**src/hw/lmb_pkg.sv**
```systemverilog
// Summary of operation
// - two local clocks, quarter period apart
// - all bus outputs follow the local clocks
// - ready low stalls cycle until high
// - each wait state is one full period
// - ready stretches read, write, transfer, refresh
// - internal cycles ignore the ready input
// - two active-low external interrupt request inputs
// - interrupt inputs synchronised before internal use
// - row then column address on bus
// - read data sampled late in cycle
// - write data driven late in cycle
// - bus bit 0 lsb, bit 15 msb
// - refresh flag low during row phase
// - transfer and fetch flags on column bits
// - fetch flag high only on instruction reads
// - write strobe low in write data and from row to end of transfer-from-SR cycles
// - direction low only while reading with enable
package lmb_pkg;

  // one local clock period is this many core clock cycles
  localparam int unsigned PHASES = 4;
  localparam logic [1:0] PH_LAST = 2'h3;
  localparam logic [1:0] PH_RAS_FALL = 2'h2;

  localparam logic [7:0] OFF_CTRL = 8'h00;
  localparam logic [7:0] OFF_ADDR = 8'h04;
  localparam logic [7:0] OFF_WDATA = 8'h08;
  localparam logic [7:0] OFF_CMD = 8'h0C;
  localparam logic [7:0] OFF_STATUS = 8'h10;
  localparam logic [7:0] OFF_RDATA = 8'h14;

  localparam int unsigned CTRL_EN_BIT = 0;
  localparam int unsigned ADDR_ROW_LSB = 0;
  localparam int unsigned ADDR_COL_LSB = 16;
  localparam int unsigned STAT_BUSY_BIT = 0;
  localparam int unsigned STAT_RDY_BIT = 1;
  localparam int unsigned STAT_IRQ_LSB = 2;
  localparam int unsigned STAT_WAITS_LSB = 8;

  localparam logic [31:0] CTRL_RST = 32'h0000_0000;
  localparam logic [31:0] ADDR_RST = 32'h0000_0000;
  localparam logic [15:0] WDATA_RST = 16'h0000;
  localparam logic [15:0] BUS_IDLE = 16'h0000;
  localparam logic [2:0] SYNC_RST = 3'h7;

  typedef enum logic [2:0] {
    K_READ = 3'h0,
    K_WRITE = 3'h1,
    K_FETCH = 3'h2,
    K_XFER_TO_SR = 3'h3,
    K_XFER_FROM_SR = 3'h4,
    K_REFRESH = 3'h5,
    K_INTERNAL = 3'h6
  } lmb_kind_type;

  typedef struct packed {
    lmb_kind_type kind;
    logic [14:0] row;
    logic [13:0] col;
    logic [15:0] wdata;
  } lmb_cycle_type;

  typedef struct packed {
    logic ras_n;
    logic cas_n;
    logic w_n;
    logic den_n;
    logic data_direction_out;
    logic lad_oe;
    logic [15:0] lad;
  } lmb_pins_type;

  localparam lmb_pins_type PINS_IDLE = '{ras_n: 1'b1, cas_n: 1'b1, w_n: 1'b1, den_n: 1'b1, data_direction_out: 1'b1,
                                         lad_oe: 1'b0, lad: 16'h0000};

endpackage : lmb_pkg

```
**src/hw/lmb_sync.sv**
```systemverilog
`timescale 1ns/10ps
module lmb_sync #(
  parameter int unsigned W = 3,
  parameter logic [W-1:0] RST = '1
) (
  input wire logic i_clk,
  input wire logic i_reset,
  input wire logic i_ce,
  input wire logic [W-1:0] i_async,
  output logic [W-1:0] o_sync
);

  logic [W-1:0] s1_reg;
  logic [W-1:0] s2_reg;
  logic [W-1:0] s3_reg;
  logic [W-1:0] out_reg;
  logic [W-1:0] agree;

  // first stage is read only by the second stage
  always_ff @(posedge i_clk)
  begin
    if (i_reset)
    begin
      s1_reg <= RST;
      s2_reg <= RST;
      s3_reg <= RST;
    end
    else if (i_ce)
    begin
      s1_reg <= i_async;
      s2_reg <= s1_reg;
      s3_reg <= s2_reg;
    end
  end

  assign agree = ~(s2_reg ^ s3_reg);

  // a bit moves only once stages two and three agree
  always_ff @(posedge i_clk)
  begin
    if (i_reset)
      out_reg <= RST;
    else if (i_ce)
      out_reg <= (s2_reg & agree) | (out_reg & ~agree);
  end

  assign o_sync = out_reg;
endmodule : lmb_sync

```
**src/hw/lmb_top.sv**
```systemverilog
// Implementation choices: the register addresses and the APB slave port.
`timescale 1ns/10ps
module lmb_top (
  input wire logic I_CORE_CLK,
  input wire logic I_RESET,
  input wire logic I_CE,
  input wire logic I_PSEL,
  input wire logic I_PENABLE,
  input wire logic I_PWRITE,
  input wire logic [7:0] I_PADDR,
  input wire logic [31:0] I_PWDATA,
  output logic [31:0] O_PRDATA,
  output logic O_PREADY,
  output logic O_PSLVERR,
  input wire logic I_LOCAL_READY_IN,
  input wire logic I_EXT_IRQ_LINE_ONE_N,
  input wire logic I_EXT_IRQ_LINE_TWO_N,
  output logic [1:0] O_EXT_IRQ_PENDING,
  output logic O_LOCAL_CLOCK_PRIMARY,
  output logic O_LOCAL_CLOCK_QUADRATURE,
  output logic O_RAS_N,
  output logic O_CAS_N,
  output logic O_WRITE_STROBE_N,
  output logic O_DATA_BUFFER_ENABLE_N,
  output logic O_DATA_DIRECTION_OUT,
  input wire logic [15:0] I_ADDR_DATA_BUS,
  output logic [15:0] O_ADDR_DATA_BUS,
  output logic O_ADDR_DATA_BUS_OE
);

  typedef enum logic [5:0] {
    S_IDLE = 6'h01,
    S_ROW = 6'h02,
    S_COL = 6'h04,
    S_DATA = 6'h08,
    S_WAIT = 6'h10,
    S_INT = 6'h20
  } lmb_state_type;

  function automatic logic is_mapped(input logic [7:0] addr);
    is_mapped = (addr == lmb_pkg::OFF_CTRL) || (addr == lmb_pkg::OFF_ADDR) || (addr == lmb_pkg::OFF_WDATA) ||
                (addr == lmb_pkg::OFF_CMD) || (addr == lmb_pkg::OFF_STATUS) || (addr == lmb_pkg::OFF_RDATA);
  endfunction : is_mapped

  function automatic logic is_read_kind(input lmb_pkg::lmb_kind_type k);
    is_read_kind = (k == lmb_pkg::K_READ) || (k == lmb_pkg::K_FETCH);
  endfunction : is_read_kind

  logic [1:0] phase_reg;
  logic period_end;
  lmb_state_type state_reg;
  lmb_state_type state_next;
  lmb_pkg::lmb_cycle_type cur_reg;
  logic pend_reg;
  logic [31:0] ctrl_reg;
  logic [31:0] addr_reg;
  logic [15:0] wdata_reg;
  logic [15:0] rdata_reg;
  logic [7:0] waits_reg;
  logic [31:0] prdata_reg;
  logic local_clock_primary_reg;
  logic local_clock_quadrature_reg;
  lmb_pkg::lmb_pins_type pins_reg;
  lmb_pkg::lmb_pins_type pins_next;
  logic [2:0] sync_out;
  logic rdy_s;
  logic bus_write;
  logic busy;
  logic data_phase;
  logic ready_done;

  ////////////////////////////////////////////////////////////////////////////
  // input synchronisers: ready and both interrupt lines

  lmb_sync #(
    .W(3),
    .RST(lmb_pkg::SYNC_RST)
  ) u_sync (
    .i_clk(I_CORE_CLK),
    .i_reset(I_RESET),
    .i_ce(I_CE),
    .i_async({I_LOCAL_READY_IN, I_EXT_IRQ_LINE_TWO_N, I_EXT_IRQ_LINE_ONE_N}),
    .o_sync(sync_out)
  );

  assign rdy_s = sync_out[2];
  // requests are level held by the requester, so no latch is kept here
  assign O_EXT_IRQ_PENDING = ~sync_out[1:0];

  ////////////////////////////////////////////////////////////////////////////
  // local clocks: four core cycles per period, quadrature lags by one

  always_ff @(posedge I_CORE_CLK)
  begin
    if (I_RESET)
      phase_reg <= 2'h0;
    else if (I_CE)
      phase_reg <= phase_reg + 2'h1;
  end

  assign period_end = (phase_reg == lmb_pkg::PH_LAST);

  always_ff @(posedge I_CORE_CLK)
  begin
    if (I_RESET)
    begin
      local_clock_primary_reg <= 1'b0;
      local_clock_quadrature_reg <= 1'b0;
    end
    else if (I_CE)
    begin
      local_clock_primary_reg <= (phase_reg == 2'h3) || (phase_reg == 2'h0);
      local_clock_quadrature_reg <= (phase_reg == 2'h0) || (phase_reg == 2'h1);
    end
  end

  ////////////////////////////////////////////////////////////////////////////
  // apb slave, zero wait states

  assign bus_write = I_PSEL && I_PENABLE && I_PWRITE && I_CE;
  assign busy = pend_reg || (state_reg != S_IDLE);
  assign O_PREADY = I_CE;
  assign O_PSLVERR = I_PSEL && I_PENABLE && !is_mapped(I_PADDR);
  assign O_PRDATA = prdata_reg;

  always_ff @(posedge I_CORE_CLK)
  begin
    if (I_RESET)
    begin
      ctrl_reg <= lmb_pkg::CTRL_RST;
      addr_reg <= lmb_pkg::ADDR_RST;
      wdata_reg <= lmb_pkg::WDATA_RST;
    end
    else if (bus_write)
    begin
      if (I_PADDR == lmb_pkg::OFF_CTRL)
        ctrl_reg <= {31'h0000_0000, I_PWDATA[lmb_pkg::CTRL_EN_BIT]};
      else if (I_PADDR == lmb_pkg::OFF_ADDR)
        addr_reg <= {2'h0, I_PWDATA[lmb_pkg::ADDR_COL_LSB +: 14], 1'b0, I_PWDATA[lmb_pkg::ADDR_ROW_LSB +: 15]};
      else if (I_PADDR == lmb_pkg::OFF_WDATA)
        wdata_reg <= I_PWDATA[15:0];
    end
  end

  // read data is captured in the setup cycle so it comes from a flop
  always_ff @(posedge I_CORE_CLK)
  begin
    if (I_RESET)
      prdata_reg <= 32'h0000_0000;
    else if (I_CE && I_PSEL && !I_PENABLE)
    begin
      if (I_PADDR == lmb_pkg::OFF_CTRL)
        prdata_reg <= ctrl_reg;
      else if (I_PADDR == lmb_pkg::OFF_ADDR)
        prdata_reg <= addr_reg;
      else if (I_PADDR == lmb_pkg::OFF_WDATA)
        prdata_reg <= {16'h0000, wdata_reg};
      else if (I_PADDR == lmb_pkg::OFF_STATUS)
        prdata_reg <= {16'h0000, waits_reg, 4'h0, ~sync_out[1:0], rdy_s, busy};
      else if (I_PADDR == lmb_pkg::OFF_RDATA)
        prdata_reg <= {16'h0000, rdata_reg};
      else
        prdata_reg <= 32'h0000_0000;
    end
  end

  // a command while busy or disabled is dropped; software polls busy first
  always_ff @(posedge I_CORE_CLK)
  begin
    if (I_RESET)
    begin
      pend_reg <= 1'b0;
      cur_reg <= '{kind: lmb_pkg::K_INTERNAL, row: 15'h0000, col: 14'h0000, wdata: 16'h0000};
    end
    else if (I_CE)
    begin
      if (bus_write && (I_PADDR == lmb_pkg::OFF_CMD) && !busy && ctrl_reg[lmb_pkg::CTRL_EN_BIT])
      begin
        pend_reg <= 1'b1;
        cur_reg.kind <= lmb_pkg::lmb_kind_type'(I_PWDATA[2:0]);
        cur_reg.row <= addr_reg[lmb_pkg::ADDR_ROW_LSB +: 15];
        cur_reg.col <= addr_reg[lmb_pkg::ADDR_COL_LSB +: 14];
        cur_reg.wdata <= wdata_reg;
      end
      else if (period_end && (state_reg == S_IDLE))
        pend_reg <= 1'b0;
    end
  end

  ////////////////////////////////////////////////////////////////////////////
  // memory cycle sequencer, one state per local clock period

  assign data_phase = (state_reg == S_DATA) || (state_reg == S_WAIT);
  assign ready_done = data_phase && period_end && rdy_s;

  always_comb
  begin
    state_next = state_reg;
    case (state_reg)
      S_IDLE:
        if (pend_reg)
          state_next = (cur_reg.kind == lmb_pkg::K_INTERNAL) ? S_INT : S_ROW;
      S_ROW:
        state_next = S_COL;
      S_COL:
        state_next = S_DATA;
      S_DATA:
        state_next = rdy_s ? S_IDLE : S_WAIT;
      S_WAIT:
        state_next = rdy_s ? S_IDLE : S_WAIT;
      S_INT:
        state_next = S_IDLE;
      default:
        state_next = S_IDLE;
    endcase
  end

  // state only moves at a period boundary, so a wait is a whole period
  always_ff @(posedge I_CORE_CLK)
  begin
    if (I_RESET)
      state_reg <= S_IDLE;
    else if (I_CE && period_end)
      state_reg <= state_next;
  end

  always_ff @(posedge I_CORE_CLK)
  begin
    if (I_RESET)
      waits_reg <= 8'h00;
    else if (I_CE && period_end)
    begin
      if (state_reg == S_IDLE && pend_reg)
        waits_reg <= 8'h00;
      else if (data_phase && !rdy_s && (waits_reg != 8'hFF))
        waits_reg <= waits_reg + 8'h01;
    end
  end

  // sampled in the last core cycle of the final data period
  always_ff @(posedge I_CORE_CLK)
  begin
    if (I_RESET)
      rdata_reg <= 16'h0000;
    else if (I_CE && ready_done && is_read_kind(cur_reg.kind))
      rdata_reg <= I_ADDR_DATA_BUS;
  end

  ////////////////////////////////////////////////////////////////////////////
  // pin values, registered on the core clock in step with the local clocks

  always_comb
  begin
    pins_next = lmb_pkg::PINS_IDLE;
    if (state_reg == S_ROW)
    begin
      pins_next.ras_n = (phase_reg < lmb_pkg::PH_RAS_FALL);
      pins_next.lad_oe = 1'b1;
      pins_next.lad = {cur_reg.kind != lmb_pkg::K_REFRESH, cur_reg.row};
    end
    else if (state_reg == S_COL)
    begin
      pins_next.ras_n = 1'b0;
      pins_next.lad_oe = 1'b1;
      pins_next.lad = {(cur_reg.kind != lmb_pkg::K_XFER_TO_SR) && (cur_reg.kind != lmb_pkg::K_XFER_FROM_SR),
                       cur_reg.kind == lmb_pkg::K_FETCH, cur_reg.col};
    end
    else if (data_phase)
    begin
      pins_next.ras_n = 1'b0;
      pins_next.cas_n = (cur_reg.kind == lmb_pkg::K_REFRESH);
      if (cur_reg.kind == lmb_pkg::K_WRITE)
      begin
        pins_next.lad_oe = 1'b1;
        pins_next.lad = cur_reg.wdata;
        pins_next.den_n = 1'b0;
        pins_next.w_n = 1'b0;
      end
      else if (is_read_kind(cur_reg.kind))
      begin
        pins_next.den_n = 1'b0;
        pins_next.data_direction_out = 1'b0;
      end
    end
    // transfer direction shows on the write strobe from row to end
    if ((cur_reg.kind == lmb_pkg::K_XFER_FROM_SR) && (state_reg != S_IDLE) && (state_reg != S_INT))
      pins_next.w_n = 1'b0;
  end

  always_ff @(posedge I_CORE_CLK)
  begin
    if (I_RESET)
      pins_reg <= lmb_pkg::PINS_IDLE;
    else if (I_CE)
      pins_reg <= pins_next;
  end

  assign O_LOCAL_CLOCK_PRIMARY = local_clock_primary_reg;
  assign O_LOCAL_CLOCK_QUADRATURE = local_clock_quadrature_reg;
  assign O_RAS_N = pins_reg.ras_n;
  assign O_CAS_N = pins_reg.cas_n;
  assign O_WRITE_STROBE_N = pins_reg.w_n;
  assign O_DATA_BUFFER_ENABLE_N = pins_reg.den_n;
  assign O_DATA_DIRECTION_OUT = pins_reg.data_direction_out;
  assign O_ADDR_DATA_BUS = pins_reg.lad;
  assign O_ADDR_DATA_BUS_OE = pins_reg.lad_oe;
endmodule : lmb_top

```
**config.mk**
```make
export PLATFORM = sky130hd
export DESIGN_NAME = lmb_top
export DESIGN_NICKNAME = d
export VERILOG_FILES = /design/src/hw/lmb_pkg.sv /design/src/hw/lmb_sync.sv /design/src/hw/lmb_top.sv
export SDC_FILE = /design/constraint.sdc
export NUM_CORES = 1
export LEC_CHECK = 0
export BUFFER_PORTS_ARGS = -buffer_cell sky130_fd_sc_hd__buf_2
export CAP_MARGIN = 20
export CORE_AREA = 2 2 115 173
export CTS_CLUSTER_DIAMETER = 200
export DETAILED_ROUTE_END_ITERATION = 10
export DIE_AREA = 0 0 117 175
export PLACE_DENSITY_LB_ADDON = 0.08
export REMOVE_ABC_BUFFERS = 1
export SLEW_MARGIN = 20
export SYNTH_ARGS = -nofsm -noshare
export SYNTH_HDL_FRONTEND = slang
export SYNTH_SLANG_ARGS = --single-unit
```
**constraint.sdc**
```tcl
create_clock -name I_CORE_CLK -period 2.9 [get_ports I_CORE_CLK]
set_clock_uncertainty 0.1 [all_clocks]
set_input_delay 0.87 -clock I_CORE_CLK [delete_from_list [all_inputs] [get_ports I_CORE_CLK]]
set_output_delay 0.87 -clock I_CORE_CLK [all_outputs]
set_load 0.01 [all_outputs]
```
==> impl_metrics.ini <==
[status]
status = complete, no violations

[clocking]
path_clk_slew_ns = 0.07
cts_hold_buf = 0
cts_setup_buffers = 0
cts_sinks = 193
cts-buffers-inserted = 17
htree_levels = 4
ctsRootBufferMaster = clkbuf_16
cts_tree = done
worstSkewPairLatency_ns = 0.44
clockBufferDepth = 2

[die]
initial_utilization = 0.445
die_x_um = 117
die_h_um = 175
pin_count = 125
rows = 62
core_area_sq_um = 19000
dieArea_sq_um = 20500

[layout]
fin_area_sq_um = 10200
diodes = 0
largest_reg_flops = 48
multiInputGateArea_sq_um = 4190
area_delta_synth_final_pct = 20.0
final_nets = 1163
ff_latch_area_sq_um = 3860
drive_gt1_frac = 0.212
fill_cells = 1809

[logic_synthesis]
synth_top_area_frac = 0.457
postSynthCellCount = 985
synth.area.top_cells = dfxtp_1 (46%), a21oi_1 (6.4%), nand2_1 (4.6%), mux2i_1 (4.1%), nand4_1 (3.8%)
synth-seq-cells = 193
yosys.area.top_type = dfxtp_1
async_flop_share = 0
yosysSeqAreaShare = 0.457
synth_area_per_cell_sq_um = 8.59
synth_cell_type_count = 62
yosys_warnings = 0
synthFlopType = dfxtp_1
synth_edf_count = 0
synthesis.area_sq_um = 8460

[placement]
gp_congestion = 0.866
numPortBuffers = 120
pre_cts_ws_ns = -0.0794
placed_area_sq_um = 9560
dpl.hpwl_mm = 17.6

[power_and_ir_drop]
power.switching_mw = 1.29
seq_power_share = 0.507
ir_worst_vdd_uv = 340
pwr-share-comb = 0.052
clkPwrFrac = 0.440
p_per_area_nw_per_um2 = 519
leakage_nw = 3.71
swShare = 0.244
cell_internal_pwr_mw = 3.98

[timing]
hold_slack_ns = 0.353
period_minus_slack_ns = 2.90
setup_slack_ns = 0.00298
worst_slew_pin_slew_ns = 0.525
fin_crit_sh = 0.999
slew_headroom = 0.649
rsz0062_at_grt = yes
fin_setup_tns_ns = 0
fmaxAchievable_mhz = 345
slew_violations = 0
finalHoldViolCount = 0
setup_viol = 0

[worst_setup_path]
end_kind = primary output
rr_startpoint = state_reg[1]$_SDFFE_PP0P_
start_kind = input port
cp.arrival_ns = 1.93
crit_end = O_PSLVERR
required_ns = 1.93
rr_endpoint = O_ADDR_DATA_BUS[0]$_SDFFE_PP0P_
ff2ff_path_depth = 5
ff2ff_setup_slack_ns = 0.45
worstSetupStartpoint = I_PADDR[5]
critical_path_class = input port to primary output
path_max_fanout = 2

[drt]
ant_nets = 0
wl_mm = 24.6
drt_iter0_drc = 456
vias = 7606
viasPerCell = 5.58
drcViolationCount = 0
dr.pass1.iters = 5
wire_per_inst_um = 18.1

[min_path]
hold_path_class = register to register

[grt]
grt.total_usage = 0.247
grt_overflow = 0
grt_pass1_vias = 7335
antenna_found_initial = 0
grt_pass1_wl_mm = 39.4
grt_start_max_net_pins = 59

[job]
maxCapViolCount = 0
timing repair:
item                                    CTS  global route
endpoints found under the setup margin    1             1
resized for setup                         3             0
pin swaps                                 3             1
worst min path at each step:
stage | start | end | slack, ns | depth (start not counted)
after global routing | u_sync.s1_reg[0]$_SDFFE_PP1P_ | u_sync.s2_reg[0]$_SDFFE_PP1P_ | 0.38 | 1
after detailed placement | u_sync.s1_reg[2]$_SDFFE_PP1P_ | u_sync.s2_reg[2]$_SDFFE_PP1P_ | 0.34 | 1
after CTS | u_sync.s1_reg[2]$_SDFFE_PP1P_ | u_sync.s2_reg[2]$_SDFFE_PP1P_ | 0.36 | 1
after global placement | O_ADDR_DATA_BUS[14]$_SDFFE_PP0P_ | O_ADDR_DATA_BUS[14]$_SDFFE_PP0P_ | 0.33 | 2
final | u_sync.s1_reg[2]$_SDFFE_PP1P_ | u_sync.s2_reg[2]$_SDFFE_PP1P_ | 0.35 | 1
after floorplan | u_sync.s1_reg[0]$_SDFFE_PP1P_ | u_sync.s2_reg[0]$_SDFFE_PP1P_ | 0.33 | 1
routing by layer:
metal	up-vias	wire length, um	global-route usage
met2	214	12700	0.434
met4	0	374	0.0701
li1	3792	-	-
met3	24	1130	0.0444
met5	-	0	0
met1	3576	10400	0.303
through the flow:
stage          total power [mW]  instances  utilization
6_report                   5.27       1363        0.534
3_3_place_gp               3.01       1331        0.503
4_1_cts                    5.31       1363        0.534
2_1_floorplan              2.83        892            -
5_1_grt                    5.46       1363        0.534
3_5_place_dp               3.01       1331        0.503
critical path, stage by stage:
cell     delay (ns)
buf_6          0.09
or3_4          0.40
a211o_1        0.28
and3_1         0.15
buf_2          0.13
kinds of logic after synthesis:
logic type | count (synthesis) | share of synthesized area
and+or+nand+nor | 358 | 0.226
AOI/OAI and AO/OA | 285 | 0.211
DFF | 193 | 0.457
buffers and inverters | 103 | 0.0515
muxes | 36 | 0.0427
xor gates and xnor gates | 5 | 0.00518
adders and majority gates | 4 | 0.00592
other | 1 | 0.000443
cells in the final DEF (no fill, tap or decap), types with 5 or more instances in the layout:
cell | netlist | final
dfxtp_1 | 193 | 193
buf_2 | 12 | 117
a21oi_1 | 109 | 109
nand2_1 | 104 | 104
nor2_1 | 66 | 65
buf_4 | 5 | 58
o21ai_0 | 55 | 55
nand4_1 | 52 | 52
nand2b_1 | 42 | 42
mux2i_1 | 35 | 35
o31ai_1 | 28 | 28
a22oi_1 | 27 | 27
clkbuf_16 | 0 | 17
nor2b_1 | 15 | 15
nand3b_1 | 15 | 15
a221oi_1 | 15 | 15
a211o_1 | 12 | 12
inv_1 | 9 | 9
a2bb2oi_1 | 9 | 9
nor4_1 | 8 | 7
nand3_1 | 7 | 7
or2_2 | 6 | 6
nor3_1 | 6 | 6
buf_12 | 0 | 6
or4_1 | 5 | 5
a22o_1 | 5 | 5
a31oi_1 | 5 | 5
final cells by class:
| cell class | instances | share of cell area |
|---|---|---|
| Clock buffer | 17 | 0.0419 |
| Clock inverter | 15 | 0.0150 |
| Inverter | 9 | 0.00333 |
| Multi-Input combinational cell | 690 | 0.413 |
| Sequential cell | 193 | 0.381 |
| Tap cell | 256 | 0.0316 |
| Timing Repair Buffer | 183 | 0.115 |
cell usage after synthesis, types with 15 or more instances:
master,instances
o31ai_1,28
a221oi_1,15
nand2_1,104
a21oi_1,109
a22oi_1,27
dfxtp_1,193
nor2_1,66
nand3b_1,15
nand2b_1,42
o21ai_0,55
nand4_1,52
clkbuf_1,73
nor2b_1,15
mux2i_1,35
power groups by stage:
stage / registers [mW] / logic [mW] / clock network (mW)
floorplan: 2.74 / 0.0919 / 0
global placement: 2.74 / 0.273 / 0
detailed placement: 2.74 / 0.273 / 0
CTS: 2.67 / 0.276 / 2.36
global route: 2.68 / 0.300 / 2.48
finish: 2.67 / 0.276 / 2.32
Power figures use the tool's default switching activity.
